$ cat config.mk
export PLATFORM = sky130hd
export DESIGN_NAME = pin_gpio_and_signal_monitor
export DESIGN_NICKNAME = d
export VERILOG_FILES = /design/src/inc/pin_gpio_pkg.sv /design/src/design/pin_driver.sv /design/src/design/pin_gpio_and_signal_monitor.sv /design/src/design/signal_mux.sv
export VERILOG_INCLUDE_DIRS = /design/src /design/src/inc
export SDC_FILE = /design/constraint.sdc
export NUM_CORES = 1
export LEC_CHECK = 0
export BUFFER_PORTS_ARGS = -buffer_cell sky130_fd_sc_hd__buf_2
export CAP_MARGIN = 20
export CORE_ASPECT_RATIO = 1.2
export CORE_UTILIZATION = 45
export CTS_CLUSTER_SIZE = 8
export DETAILED_ROUTE_END_ITERATION = 6
export GPL_TIMING_DRIVEN = 0
export PLACE_DENSITY = 0.77
export SETUP_SLACK_MARGIN = 0.1
export SLEW_MARGIN = 20
export SYNTH_ARGS = -nofsm -noshare
export SYNTH_HDL_FRONTEND = slang
export SYNTH_HIERARCHICAL = 1
export SYNTH_SLANG_ARGS = --single-unit
$ cat constraint.sdc
create_clock -name clk -period 1.8 [get_ports clk]
set_clock_uncertainty 0.1 [all_clocks]
set_input_delay 0.27 -clock clk [delete_from_list [all_inputs] [get_ports clk]]
set_output_delay 0.27 -clock clk [all_outputs]
set_load 0.01 [all_outputs]
$ cat src/inc/pin_gpio_defines.svh
`ifndef PIN_GPIO_DEFINES_SVH
`define PIN_GPIO_DEFINES_SVH

`define ADDR_PIN_OUTPUT_ENABLE    8'h44
`define ADDR_PIN_OUTPUT_VALUE     8'h45
`define ADDR_PIN_INPUT_LEVEL      8'h46
`define ADDR_SIGNAL_OUTPUT_SELECT 8'h47

`define RST_PIN_OUTPUT_ENABLE     8'h00
`define RST_PIN_OUTPUT_VALUE      8'h00
`define RST_SIGNAL_OUTPUT_SELECT  8'h00

`define BIT_FAST_PAD_SWITCHING    7
`define BIT_CLOCK_PIN             6
`define SEL_FIELD_MSB             3
`define SCAN_PIN_MSB              3

`endif

$ cat src/inc/pin_gpio_pkg.sv
package pin_gpio_pkg;

    typedef enum logic [3:0] {
        SEL_HIZ_0      = 4'h0,
        SEL_HIZ_1      = 4'h1,
        SEL_LOW        = 4'h2,
        SEL_HIGH       = 4'h3,
        SEL_TX_ENV     = 4'h4,
        SEL_TX_ACTIVE  = 4'h5,
        SEL_SECURE     = 4'h6,
        SEL_RX_ENV     = 4'h7,
        SEL_RX_ACTIVE  = 4'h8,
        SEL_RX_BITS    = 4'h9
    } output_select_type;

endpackage

$ cat src/design/pin_driver.sv
`timescale 1ns/1ps
`include "pin_gpio_defines.svh"

module pin_driver #(
    parameter int PINS = 8
) (
    input  wire logic            clk,
    input  wire logic            sys_rst,
    input  wire logic [PINS-1:0] enable_bits,
    input  wire logic [PINS-1:0] value_bits,
    input  wire logic            boundary_scan_active,
    input  wire logic            clock_pin_clock_gate,
    input  wire logic            clock_source,
    output logic      [PINS-1:0] pin_out,
    output logic      [PINS-1:0] pin_oe
);
    logic [PINS-1:0] eff_en;

    genvar i;
    generate
        for (i = 0; i < PINS; i++) begin : g_pin
            if (i <= `SCAN_PIN_MSB) begin : g_scan
                assign eff_en[i] = enable_bits[i] & ~boundary_scan_active;
            end else begin : g_plain
                assign eff_en[i] = enable_bits[i];
            end
        end
    endgenerate

    always_ff @(posedge clk or posedge sys_rst) begin
        if (sys_rst) begin
            pin_out <= '0;
            pin_oe  <= '0;
        end else begin
            pin_oe  <= eff_en;
            pin_out <= value_bits;
            if (!eff_en[`BIT_CLOCK_PIN]) begin
                pin_oe[`BIT_CLOCK_PIN]  <= clock_pin_clock_gate;
                pin_out[`BIT_CLOCK_PIN] <= clock_source & clock_pin_clock_gate;
            end
        end
    end

    pin_oe_a: assert property (@(posedge clk) disable iff (sys_rst)
        !eff_en[0] |=> !pin_oe[0]) else $error("oe without enable");
    clk_gpio_a: assert property (@(posedge clk) disable iff (sys_rst)
        eff_en[6] |=> pin_out[6] == $past(value_bits[6])) else $error("clock not off");
    scan_mask_a: assert property (@(posedge clk) disable iff (sys_rst)
        boundary_scan_active |=> pin_oe[3:0] == 4'h0) else $error("scan pin driven");
    scan_cov: cover property (@(posedge clk) boundary_scan_active && enable_bits[0]);
endmodule

$ cat src/design/pin_gpio_and_signal_monitor.sv
// Contract
// - output-enable register at 0x44, one bit per pin, set makes pin gpio
// - clock pin enable set turns clock function off, pin becomes gpio
// - boundary scan active makes enables of bits 3 to 0 ineffective
// - output-value register at 0x45 feeds the eight output buffers
// - read-only register 0x46 returns current input levels of pins
// - bit 7 of 0x47 selects fast pad switching, raising peak current
// - selector 0h or 1h leaves signal output pin high impedance
// - selector 2h drives low, 3h drives high
// - selector 4h transmit envelope, 5h transmitter active
// - selector 6h routes secure channel serial signal
// - selector 7h routes receive envelope, valid only at 106 kBd
// - selector 8h receiver active, 9h received bit stream
// - clock gate control gates clock on pin when not gpio
//
// Design decision made here: the strobed register port.
`timescale 1ns/1ps
`include "pin_gpio_defines.svh"

module pin_gpio_and_signal_monitor #(
    parameter int PINS = 8
) (
    input  wire logic            clk,
    input  wire logic            sys_rst,
    input  wire logic [7:0]      addr,
    input  wire logic [7:0]      wdata,
    input  wire logic            wr_strobe,
    input  wire logic            rd_strobe,
    output logic      [7:0]      rdata,
    input  wire logic [PINS-1:0] pin_in,
    output logic      [PINS-1:0] pin_out,
    output logic      [PINS-1:0] pin_oe,
    output logic                 signal_output_pin_out,
    output logic                 signal_output_pin_oe,
    output logic                 fast_pad_switching,
    input  wire logic            boundary_scan_active,
    input  wire logic            clock_pin_clock_gate,
    input  wire logic            clock_source,
    input  wire logic            tx_envelope,
    input  wire logic            tx_active,
    input  wire logic            secure_channel_serial_signal,
    input  wire logic            rx_envelope,
    input  wire logic            rx_active,
    input  wire logic            rx_bits
);
    logic [PINS-1:0] pin_output_enable_reg;
    logic [PINS-1:0] pin_output_value_reg;
    logic [PINS-1:0] pin_input_level_reg;
    logic            fast_pad_reg;
    logic [3:0]      selector_reg;
    logic [7:0]      rdata_next;

    always_ff @(posedge clk or posedge sys_rst) begin
        if (sys_rst) begin
            pin_output_enable_reg <= PINS'(`RST_PIN_OUTPUT_ENABLE);
        end else if (wr_strobe && addr == `ADDR_PIN_OUTPUT_ENABLE) begin
            pin_output_enable_reg <= wdata[PINS-1:0];
        end
    end

    always_ff @(posedge clk or posedge sys_rst) begin
        if (sys_rst) begin
            pin_output_value_reg <= PINS'(`RST_PIN_OUTPUT_VALUE);
        end else if (wr_strobe && addr == `ADDR_PIN_OUTPUT_VALUE) begin
            pin_output_value_reg <= wdata[PINS-1:0];
        end
    end

    always_ff @(posedge clk or posedge sys_rst) begin
        if (sys_rst) begin
            fast_pad_reg <= 1'b0;
            selector_reg <= 4'h0;
        end else if (wr_strobe && addr == `ADDR_SIGNAL_OUTPUT_SELECT) begin
            fast_pad_reg <= wdata[`BIT_FAST_PAD_SWITCHING];
            selector_reg <= wdata[`SEL_FIELD_MSB:0];
        end
    end

    always_ff @(posedge clk or posedge sys_rst) begin
        if (sys_rst) begin
            pin_input_level_reg <= '0;
        end else begin
            pin_input_level_reg <= pin_in;
        end
    end

    // pad speed drives from a flop, only one consumer
    always_ff @(posedge clk or posedge sys_rst) begin
        if (sys_rst) begin
            fast_pad_switching <= 1'b0;
        end else begin
            fast_pad_switching <= fast_pad_reg;
        end
    end

    always_comb begin
        rdata_next = 8'h00;
        if (addr == `ADDR_PIN_OUTPUT_ENABLE) begin
            rdata_next = 8'(pin_output_enable_reg);
        end else if (addr == `ADDR_PIN_OUTPUT_VALUE) begin
            rdata_next = 8'(pin_output_value_reg);
        end else if (addr == `ADDR_PIN_INPUT_LEVEL) begin
            rdata_next = 8'(pin_input_level_reg);
        end else if (addr == `ADDR_SIGNAL_OUTPUT_SELECT) begin
            rdata_next = {fast_pad_reg, 3'h0, selector_reg};
        end
    end

    // read data valid only the cycle after the strobe, else zero
    always_ff @(posedge clk or posedge sys_rst) begin
        if (sys_rst) begin
            rdata <= 8'h00;
        end else if (rd_strobe) begin
            rdata <= rdata_next;
        end else begin
            rdata <= 8'h00;
        end
    end

    pin_driver #(
        .PINS (PINS)
    ) u_pin_driver (
        .clk                  (clk),
        .sys_rst              (sys_rst),
        .enable_bits          (pin_output_enable_reg),
        .value_bits           (pin_output_value_reg),
        .boundary_scan_active (boundary_scan_active),
        .clock_pin_clock_gate (clock_pin_clock_gate),
        .clock_source         (clock_source),
        .pin_out              (pin_out),
        .pin_oe               (pin_oe)
    );

    signal_mux u_signal_mux (
        .clk                          (clk),
        .sys_rst                      (sys_rst),
        .output_selector_field        (selector_reg),
        .tx_envelope                  (tx_envelope),
        .tx_active                    (tx_active),
        .secure_channel_serial_signal (secure_channel_serial_signal),
        .rx_envelope                  (rx_envelope),
        .rx_active                    (rx_active),
        .rx_bits                      (rx_bits),
        .sig_out                      (signal_output_pin_out),
        .sig_oe                       (signal_output_pin_oe)
    );

    en_write_a: assert property (@(posedge clk) disable iff (sys_rst)
        wr_strobe && addr == 8'h44 |=> pin_output_enable_reg == $past(wdata))
        else $error("enable not written");
    val_write_a: assert property (@(posedge clk) disable iff (sys_rst)
        wr_strobe && addr == 8'h45 |=> pin_output_value_reg == $past(wdata))
        else $error("value not written");
    in_read_a: assert property (@(posedge clk) disable iff (sys_rst)
        rd_strobe && addr == 8'h46 |=> rdata == $past(pin_input_level_reg))
        else $error("input readback wrong");
    pad_speed_a: assert property (@(posedge clk) disable iff (sys_rst)
        wr_strobe && addr == 8'h47 |=> ##1 fast_pad_switching == $past(wdata[7], 2))
        else $error("pad speed wrong");
    rsvd_zero_a: assert property (@(posedge clk) disable iff (sys_rst)
        rd_strobe && addr == 8'h47 |=> rdata[6:4] == 3'h0)
        else $error("reserved not zero");
    clk_gate_a: assert property (@(posedge clk) disable iff (sys_rst)
        !pin_output_enable_reg[6] && !clock_pin_clock_gate |=> !pin_out[6])
        else $error("clock not gated");
    pin_drive_a: assert property (@(posedge clk) disable iff (sys_rst)
        pin_output_enable_reg[7] |=> pin_oe[7] && pin_out[7] == $past(pin_output_value_reg[7]))
        else $error("pin not driven");
    gpio_cov: cover property (@(posedge clk) wr_strobe && addr == 8'h44 ##1 rd_strobe);
endmodule

$ cat src/design/signal_mux.sv
`timescale 1ns/1ps

module signal_mux (
    input  wire logic       clk,
    input  wire logic       sys_rst,
    input  wire logic [3:0] output_selector_field,
    input  wire logic       tx_envelope,
    input  wire logic       tx_active,
    input  wire logic       secure_channel_serial_signal,
    input  wire logic       rx_envelope,
    input  wire logic       rx_active,
    input  wire logic       rx_bits,
    output logic            sig_out,
    output logic            sig_oe
);
    logic out_next;
    logic oe_next;

    always_comb begin
        out_next = 1'b0;
        oe_next  = 1'b1;
        case (output_selector_field)
            pin_gpio_pkg::SEL_LOW:       out_next = 1'b0;
            pin_gpio_pkg::SEL_HIGH:      out_next = 1'b1;
            pin_gpio_pkg::SEL_TX_ENV:    out_next = tx_envelope;
            pin_gpio_pkg::SEL_TX_ACTIVE: out_next = tx_active;
            pin_gpio_pkg::SEL_SECURE:    out_next = secure_channel_serial_signal;
            pin_gpio_pkg::SEL_RX_ENV:    out_next = rx_envelope;
            pin_gpio_pkg::SEL_RX_ACTIVE: out_next = rx_active;
            pin_gpio_pkg::SEL_RX_BITS:   out_next = rx_bits;
            default:                     oe_next  = 1'b0;
        endcase
    end

    always_ff @(posedge clk or posedge sys_rst) begin
        if (sys_rst) begin
            sig_out <= 1'b0;
            sig_oe  <= 1'b0;
        end else begin
            sig_out <= out_next;
            sig_oe  <= oe_next;
        end
    end

    sel_hiz_a: assert property (@(posedge clk) disable iff (sys_rst)
        (output_selector_field <= 4'h1) |=> !sig_oe) else $error("pin driven");
    sel_const_a: assert property (@(posedge clk) disable iff (sys_rst)
        (output_selector_field == 4'h3) |=> sig_oe && sig_out) else $error("not high");
    sel_low_a: assert property (@(posedge clk) disable iff (sys_rst)
        (output_selector_field == 4'h2) |=> sig_oe && !sig_out) else $error("not low");
    sel_tx_a: assert property (@(posedge clk) disable iff (sys_rst)
        (output_selector_field == 4'h4) |=> sig_out == $past(tx_envelope))
        else $error("tx env wrong");
    sel_sec_a: assert property (@(posedge clk) disable iff (sys_rst)
        (output_selector_field == 4'h6) |=> sig_out == $past(secure_channel_serial_signal))
        else $error("secure wrong");
    sel_rxenv_a: assert property (@(posedge clk) disable iff (sys_rst)
        (output_selector_field == 4'h7) |=> sig_out == $past(rx_envelope))
        else $error("rx env wrong");
    sel_rxbit_a: assert property (@(posedge clk) disable iff (sys_rst)
        (output_selector_field == 4'h9) |=> sig_oe && sig_out == $past(rx_bits))
        else $error("rx bits wrong");
    sel_rxact_a: assert property (@(posedge clk) disable iff (sys_rst)
        (output_selector_field == 4'h8) |=> sig_oe && sig_out == $past(rx_active))
        else $error("rx active wrong");
    sel_undef_a: assert property (@(posedge clk) disable iff (sys_rst)
        (output_selector_field >= 4'hA) |=> !sig_oe) else $error("undef driven");
    sel_low_cov: cover property (@(posedge clk) output_selector_field == 4'h2 ##1 sig_oe);
    sel_rx_cov: cover property (@(posedge clk) output_selector_field == 4'h8 ##1 sig_out);
endmodule

==> reports/metrics.yaml, run 1 <==
outcome:
  status: "finished, final reports clean"
routing:
  vias: 1333
  vias_per_cell: 5.09
  wl_um: 4280
  drtIter0Drc: 29
  wl_per_cell_um: 16.3
  dr.pass1.iters: 4
  final_antenna_net_count: 0
  drc: 0
sta:
  drv_slew: 0
  period_share: 0.820
  fin_tns_setup_ns: 0
  worst_slew_pin_slew_ns: 0.816
  worst_slack_ns: 0.325
  period_needed_ns: 1.48
  finalHoldViolCount: 0
  fmax_mhz: 678
  slew_headroom: 0.455
  grt_setup_unrepaired: "false"
  setup_viol: 0
critical_path:
  required_ns: 1.89
  crit_arrival_ns: 1.56
  crit_type: "in2reg"
  path_max_fanout: 5
  endpoint_kind: "flop"
  start_kind: "input port"
synth:
  synthTopCellsByArea: "dfrtp_1 68%, mux2_2 11%, mux4_2 6.5%"
  synth_cell_type_count: 21
  synthesis.area_mm2: 0.00207
  yosys_warnings: 6
  synth_fp_nets: 163
  ys_ff_latch: 56
  syn-instance-count: 126
  ys.flop_type: "dfrtp_1"
  yosys.area.top_type: "dfrtp_1"
  synth_area_per_cell_um2: 16.4
  synth-edff-count: 0
  synth_top_area_share: 0.678
  async_reset_ff_frac: 1.00
  yosysSeqAreaShare: 0.678
cts:
  clk-insertion-delay-late_ns: 0.30
  post_cts_buffers: 0
  cts-root-buf: "clkbuf_8"
  cts_sinks: 56
  clk_pin_slew_worst_paths_ns: 0.09
  clockBufferDepth: 2
  cts.htree.levels: 2
  cts_tree: "yes"
  cts_buffers: 5
placed_design:
  place_ws_ns: 0.00709
  gp_congestion: 0.761
  io_buffers: 63
  placed_cells: 245
  dpl.hpwl_um: 3110
die:
  io_pins: 64
  initial_core_util: 0.478
  die_y_um: 76.2
  placeableCoreArea_mm2: 0.00433
  die-area_mm2: 0.00487
  row_count: 26
  fp.dieW_um: 63.9
final_layout:
  layout.nets: 242
  final_core_util: 0.608
  drive_gt1_frac: 0.500
  diodes: 0
  area_delta_synth_final_pct: 27.4
  fin_cells: 262
grt:
  grt_pass1_vias: 1403
  grtUsageTotal: 0.198
  grt_overflow: 0
  grt_pass1_wl_um: 7030
  grt_max_degree: 39
  antenna_found_initial: 0
power:
  p_per_area_mw_per_mm2: 841
  p_leak_nw: 1.41
  peakVddDrop_uv: 536
min_path:
  hp-class: "in2reg"
flow_run:
  cap_violations: 0
==> timing repair <==
action                                 CTS  global route
hold buffers                             9             0
endpoints found under the hold margin   22             0
gates resized for setup                  0             0
==> metrics by stage <==
| stage | power (W) | hold slack [ns] | instance area [um2] |
|---|---|---|---|
| after CTS | 0.00224 | 0.0610 | 2630 |
| final | 0.00221 | 0.0645 | 2630 |
| after global routing | 0.00231 | 0.0753 | 2630 |
| after detailed placement | 0.00156 | 0.0562 | 2450 |
| after global placement | 0.00155 | 0.0397 | 2450 |
| after floorplan | 0.00146 | -0.0888 | 2070 |
==> cells in the final DEF (no fill, tap or decap), types with 2 or more instances in the layout <==
master / netlist / routed
clkbuf_8: 0 / 6
inv_1: 3 / 2
mux2i_1: 4 / 4
mux2_2: 21 / 21
a2bb2oi_1: 3 / 3
nor2_1: 5 / 5
nand4_2: 2 / 2
clkbuf_1: 0 / 2
dlygate4sd3_1: 0 / 9
mux4_2: 6 / 6
nor2b_1: 11 / 11
dfrtp_1: 56 / 56
buf_2: 2 / 65
nand2_1: 3 / 3
==> cell families after synthesis <==
group / share of synthesized area
xor gates and xnor gates: 0.00424
buffers and inverters: 0.0103
and+or+nand+nor: 0.0878
AOI/OAI and AO/OA: 0.0206
muxes: 0.199
DFF: 0.678
==> routing by layer <==
layer / GRT usage / vias up / part of all wire
met3: 0.0449 / 7 / 0.044
met1: 0.223 / 674 / 0.39
met4: 0.0545 / 0 / 0.011
met2: 0.366 / 46 / 0.56
li1: - / 606 / -
met5: 0 / - / 0
==> synth_stat cells (all sizes together) (2+ instances only) <==
master	count
nor2b	11
buf	2
dfrtp	56
mux2	21
inv	3
mux4	6
nor2	5
nand2	3
a2bb2oi	3
mux2i	4
nand4	3
==> where the power goes <==
group          internal, W  switching [W]
logic             0.000111       0.000101
clock network     0.000314       0.000351
registers          0.00131      0.0000272
total              0.00173       0.000480
==> path summary, 6_finish.rpt <==
check,start,to,slack [ns],depth (start not counted)
max reg2reg,selector_reg[0],u_signal_mux/sig_out,0.37,3
max in group asynchronous,sys_rst,rdata[5],0.49,3
max,addr[5],selector_reg[1],0.32,4
min,clock_pin_clock_gate,u_pin_driver/pin_oe[6],0.06,2
min reg2reg,pin_output_value_reg[3],u_pin_driver/pin_out[3],0.30,0
min in group asynchronous,sys_rst,u_signal_mux/sig_oe,0.29,3
==> critical path, cell delays in order <==
cell and delay [ns]:
buf_2 0.11, nor4b_4 0.40, nand4_1 0.39, mux2_2 0.39
==> area by class of cell <==
cell class | instances | area [um2]
clock buffers | 8 | 90.1
fillers | 348 | 1690
plain buffers | 2 | 10.0
flip-flops and latches | 56 | 1400
multi-input cells | 65 | 644
inverters | 3 | 11.3
well taps | 56 | 70.1
repair buffers | 72 | 405
Power figures use the tool's default switching activity.
==> inputs of run 2 (changes only) <==
==> constraint.sdc (replaced) <==
create_clock -name clk -period 1.4 [get_ports clk]
set_clock_uncertainty 0.1 [all_clocks]
set_input_delay 0.21 -clock clk [delete_from_list [all_inputs] [get_ports clk]]
set_output_delay 0.21 -clock clk [all_outputs]
set_load 0.01 [all_outputs]
==> reports/metrics.yaml, run 2 (synthesis results as in run 1) <==
outcome:
  status: "finished with violations"  # was finished, final reports clean
  violations: "hold timing"
sta:
  holdWs_ns: -0.0363  # was 0.0645 ns
  worst_slew_pin_slew_ns: 0.803  # was 0.816 ns
  drv_slew: 0  # unchanged
  finalHoldViolCount: 38  # was 0
  period_share: 0.951
  slew_headroom: 0.464  # was 0.455
  grt_setup_unrepaired: "true"  # was false
  fmax_mhz: 751
  setup_viol: 0  # unchanged
  period_needed_ns: 1.33
critical_path:
  r2r_start: "selector_reg[0]"  # unchanged
  start_kind: "flop"  # was input port
  endpoint_kind: "flop"  # unchanged
  required_ns: 1.47  # was 1.89 ns
  path_max_fanout: 3  # was 5
  r2r_slack_ns: 0.07  # was 0.37 ns
  crit_arrival_ns: 1.40  # was 1.56 ns
  reg2reg_depth: 3  # unchanged
  crit_type: "reg2reg"  # was in2reg
  r2r_end: "u_signal_mux/sig_out"  # unchanged
routing:
  vias_per_cell: 4.92  # was 5.09
  drc: 0  # unchanged
  final_antenna_net_count: 0  # unchanged
  wl_per_cell_um: 15.7  # was 16.3 um
  vias: 1313  # was 1333
  wl_um: 4190  # was 4280 um
  dr.pass1.iters: 4  # unchanged
  drtIter0Drc: 25  # was 29
grt:
  antenna_found_initial: 0  # unchanged
  grt_overflow: 0  # unchanged
  grt_pass1_vias: 1399  # was 1403
  grt_max_degree: 39  # unchanged
  grtUsageTotal: 0.183  # was 0.198
  grt_pass1_wl_um: 6580  # was 7030 um
die:
  die_y_um: 76.2  # unchanged
  placeableCoreArea_mm2: 0.00433  # unchanged
  initial_core_util: 0.478  # unchanged
  die-area_mm2: 0.00487  # unchanged
  row_count: 26  # unchanged
  fp.dieW_um: 63.9  # unchanged
  io_pins: 64  # unchanged
cts:
  cts_buffers: 5  # unchanged
  clk-insertion-delay-late_ns: 0.30  # about the same
  clk_pin_slew_worst_paths_ns: 0.10  # was 0.09 ns
  cts-root-buf: "clkbuf_8"  # unchanged
  cts_sinks: 56  # unchanged
  cts_tree: "yes"  # unchanged
  clockBufferDepth: 2  # unchanged
  cts.htree.levels: 2  # unchanged
power:
  p_leak_nw: 1.43  # was 1.41 nW
  p_per_area_mw_per_mm2: 1060  # was 841 mW/mm2
  peakVddDrop_uv: 688  # was 536 uV
  power.total_w: 0.00287  # was 0.00221 W
final_layout:
  area_delta_synth_final_pct: 30.9  # was 27.4%
  mostFrequentLayoutCells: "65 x buf_2, 54 x dfrtp_1, 21 x mux2_2"  # was 65 x buf_2, 56 x dfrtp_1, 21 x mux2_2
  diodes: 0  # unchanged
  layout.nets: 247  # was 242
  final_common_cell: "buf_2"  # unchanged
  drive_gt1_frac: 0.531  # was 0.500
  fin_cells: 267  # was 262
placed_design:
  placed_cells: 245  # unchanged
  gp_congestion: 0.737  # was 0.761
  io_buffers: 63  # unchanged
flow_run:
  cap_violations: 0  # unchanged
min_path:
  hp-class: "in2async"  # was in2reg
## run 2: worst max-delay path by stage
stage	slack [ns]	end	from
3_3_place_gp	-0.33	selector_reg[2]	addr[5]
6_report	0.07	u_signal_mux/sig_out	selector_reg[0]
2_1_floorplan	0.04	pin_output_enable_reg[0]	addr[5]
3_5_place_dp	-0.36	fast_pad_reg	addr[5]
4_1_cts	-0.01	pin_output_enable_reg[3]	addr[5]
5_1_grt	0.04	u_signal_mux/sig_out	selector_reg[0]
## run 2: cell type report
cell class	instances	area, um2
repair buffers	77	445
flip-flops and latches	56	1400
inverters	3	11.3
multi-input cells	65	676
well taps	56	70.1
fillers	344	1620
clock buffers	8	90.1
plain buffers	2	10.0
## run 2: critical path, stage by stage, from the launching register on
cell,delay [ns]
dfrtp_2,0.39
mux4_2,0.50
a21oi_2,0.13
o22ai_1,0.08
## run 2: power breakdown
group	leakage [nW]	internal [W]	switching, W
clock network	0.0455	0.000404	0.000467
registers	0.750	0.00168	0.0000353
logic	0.630	0.000150	0.000130
## run 2: routing by layer
metal	vias up	GRT usage	part of all wire
met5	-	0	0
met4	0	0.0773	0.017
met3	8	0.0464	0.040
met2	39	0.330	0.57
met1	658	0.198	0.38
li1	608	-	-
## run 2: stage by stage
step / hold WS [ns] / util / setup slack (ns) / cell area [um2] / TNS [ns]
after CTS: -0.00674 / 0.615 / -0.0110 / 2660 / -0.0229
after floorplan: -0.149 / - / 0.0381 / 2070 / 0
after detailed placement: -0.0112 / 0.568 / -0.357 / 2460 / -7.42
after global routing: 0.0187 / 0.626 / 0.0352 / 2710 / 0
after global placement: -0.0257 / 0.568 / -0.332 / 2460 / -15.82
final: -0.0363 / 0.626 / 0.0685 / 2710 / 0
## run 2: what timing repair did
item                                    4_1_cts  5_1_grt
endpoints found under the hold margin        26        1
endpoints found under the setup margin       24       18
pin swaps                                     1        1
hold buffers                                  9        1
setup buffers                                 2        2
gates resized for setup                       3        4
==> inputs of run 3 (changes only) <==
--- a/config.mk
+++ b/config.mk
@@ -6,14 +6,14 @@
 export SDC_FILE = /design/constraint.sdc
 export NUM_CORES = 1
 export LEC_CHECK = 0
-export BUFFER_PORTS_ARGS = -buffer_cell sky130_fd_sc_hd__buf_2
 export CAP_MARGIN = 20
 export CORE_ASPECT_RATIO = 1.2
 export CORE_UTILIZATION = 45
 export CTS_CLUSTER_SIZE = 8
 export DETAILED_ROUTE_END_ITERATION = 6
+export DONT_BUFFER_PORTS = 1
 export GPL_TIMING_DRIVEN = 0
-export PLACE_DENSITY = 0.77
+export PLACE_DENSITY = 0.65
 export SETUP_SLACK_MARGIN = 0.1
 export SLEW_MARGIN = 20
 export SYNTH_ARGS = -nofsm -noshare
==> reports/metrics.yaml, run 3 (synthesis results as in run 1) <==
grt:
  grt_pass1_wl_um: 6580  # about the same
  grt_overflow: 0  # unchanged
  grtUsageTotal: 0.188  # was 0.183
  antenna_found_initial: 0  # unchanged
  grt_max_degree: 34  # was 39
  grt_pass1_vias: 1235  # was 1399
die:
  io_pins: 64  # unchanged
  initial_core_util: 0.478  # unchanged
  row_count: 26  # unchanged
  placeableCoreArea_mm2: 0.00433  # unchanged
  die_y_um: 76.2  # unchanged
  fp.dieW_um: 63.9  # unchanged
  die-area_mm2: 0.00487  # unchanged
cts:
  cts.htree.levels: 2  # unchanged
  clockBufferDepth: 2  # unchanged
  clk-insertion-delay-late_ns: 0.31  # was 0.30 ns
  cts_sinks: 56  # unchanged
  clk_pin_slew_worst_paths_ns: 0.09  # was 0.10 ns
  cts-root-buf: "clkbuf_8"  # unchanged
  cts_tree: "yes"  # unchanged
  cts_buffers: 5  # unchanged
final_layout:
  drive_gt1_frac: 0.327  # was 0.531
  diodes: 0  # unchanged
  layout.nets: 195  # was 247
  mostFrequentLayoutCells: "54 x dfrtp_1, 21 x mux2_2, 20 x dlygate4sd3_1"  # was 65 x buf_2, 54 x dfrtp_1, 21 x mux2_2
  final_common_cell: "dfrtp_1"  # was buf_2
  nFillCells: 343  # was 344
  area_delta_synth_final_pct: 22.6  # was 30.9%
routing:
  final_antenna_net_count: 0  # unchanged
  vias: 1109  # was 1313
  wl_per_cell_um: 19.0  # was 15.7 um
  dr_wl_met3_um: 244  # was 167 um
  dr_wl_met2_um: 2120  # was 2370 um
  wl_um: 4080  # was 4190 um
  drc: 0  # unchanged
  dr.max_layer_used: "met4"  # unchanged
  drtIter0Drc: 39  # was 25
  wl_met1_um: 1630  # was 1570 um
  dr.pass1.iters: 4  # unchanged
  vias_per_cell: 5.16  # was 4.92
sta:
  period_share: 0.939  # was 0.951
  slew_headroom: 0.540  # was 0.464
  worst_slack_ns: 0.0849  # was 0.0685 ns
  setup_viol: 0  # unchanged
  worst_slew_pin_slew_ns: 0.689  # was 0.803 ns
  fmax_mhz: 760  # was 751 MHz
  period_needed_ns: 1.32  # was 1.33 ns
  grt_setup_unrepaired: "true"  # unchanged
  holdWs_ns: 0.0557  # was -0.0363 ns
  drv_slew: 0  # unchanged
  finalHoldViolCount: 0  # was 38
outcome:
  status: "finished, final reports clean"  # was finished with violations
placed_design:
  place_ws_ns: -0.278  # was -0.357 ns
  io_buffers: 0  # was 63
  dpl.hpwl_um: 2750
  gp_congestion: 0.709  # was 0.737
critical_path:
  start_kind: "flop"  # unchanged
  endpoint_kind: "flop"  # unchanged
  slowest_stage: "mux4_2"  # unchanged
  max_stage_delay_ns: 0.51  # was 0.50 ns
  path_cells: "mux4_2, a21oi_2, o22ai_1"  # unchanged
  crit_type: "reg2reg"  # unchanged
  cp_top_family: "multiplexers"  # unchanged
  worst-path-buf-inv: 0  # unchanged
  required_ns: 1.50  # was 1.47 ns
  path_max_fanout: 3  # unchanged
  crit_arrival_ns: 1.41  # was 1.40 ns
  startpoint: "selector_reg[0]"  # unchanged
  r2r_start: "selector_reg[0]"  # unchanged
min_path:
  hp-class: "in2reg"  # was in2async
  hp-start: "rx_active"
power:
  p_leak_nw: 1.22  # was 1.43 nW
  power.share.switching: 0.212  # was 0.220
  peakVddDrop_uv: 704  # was 688 uV
  clockPowerShare: 0.370  # was 0.304
  power.total_w: 0.00310  # was 0.00287 W
  switchingPower_w: 0.000658  # was 0.000633 W
  combPwrFrac: 0.070  # was 0.098
  p_per_area_mw_per_mm2: 1220  # was 1060 mW/mm2
  p_int_w: 0.00244  # was 0.00224 W
  p_seq_frac: 0.560  # was 0.599
flow_run:
  cap_violations: 0  # unchanged
-- run 3: worst register-to-register path, stage by stage (launching register included) --
cell	delay [ns]
dfrtp_2	0.40
mux4_2	0.51
a21oi_2	0.13
o22ai_1	0.07
-- run 3: timing repair --
item / in CTS / in global routing
resized for setup: 2 / 4
endpoints found under the hold margin: 91 / 0
hold buffers: 20 / 0
pin swaps: 1 / 0
buffers inserted: 2 / 2
setup endpoints to repair: 8 / 5
-- run 3: final timing paths --
kind	slack, ns	end	depth (start not counted)
setup / recovery	0.08	u_signal_mux/sig_out	3
hold / removal	0.06	u_signal_mux/sig_out	2
setup reg to reg	0.08	u_signal_mux/sig_out	3
hold reg to reg	0.30	u_pin_driver/pin_out[0]	0
max in group asynchronous	0.36	u_pin_driver/pin_oe[7]	2
min in group asynchronous	0.15	u_signal_mux/sig_oe	2
-- run 3: metrics by stage --
step / utilization / setup TNS (ns) / std cells / instance area, um2
global route: 0.586 / 0 / 215 / 2530
detailed placement: 0.499 / -3.67 / 183 / 2160
finish: 0.586 / 0 / 215 / 2530
CTS: 0.579 / 0 / 213 / 2500
floorplan: - / 0 / 126 / 2070
global placement: 0.495 / -9.80 / 182 / 2140
-- run 3: per-layer routing --
metal / up-vias / global-route usage
li1: 506 / -
met1: 554 / 0.217
met2: 42 / 0.314
met3: 7 / 0.0674
met4: 0 / 0.0750
met5: - / 0
-- run 3: power groups by stage --
| stage | logic [W] | clock network [W] | registers (W) |
|---|---|---|---|
| after floorplan | 0.000125 | 0 | 0.00176 |
| after global placement | 0.000145 | 0 | 0.00177 |
| after detailed placement | 0.000157 | 0 | 0.00177 |
| after CTS | 0.000213 | 0.00116 | 0.00174 |
| after global routing | 0.000241 | 0.00123 | 0.00174 |
| final | 0.000218 | 0.00115 | 0.00173 |
-- run 3: layout make-up --
class,instances,area [um2],area share
Sequential cell,56,1400,0.554
Multi-Input combinational cell,65,663,0.262
Timing Repair Buffer,25,250,0.0987
Clock buffer,7,96.3,0.0380
Tap cell,56,70.1,0.0276
Clock inverter,1,30.0,0.0118
Inverter,3,11.3,0.00444
Buffer,2,10.0,0.00395
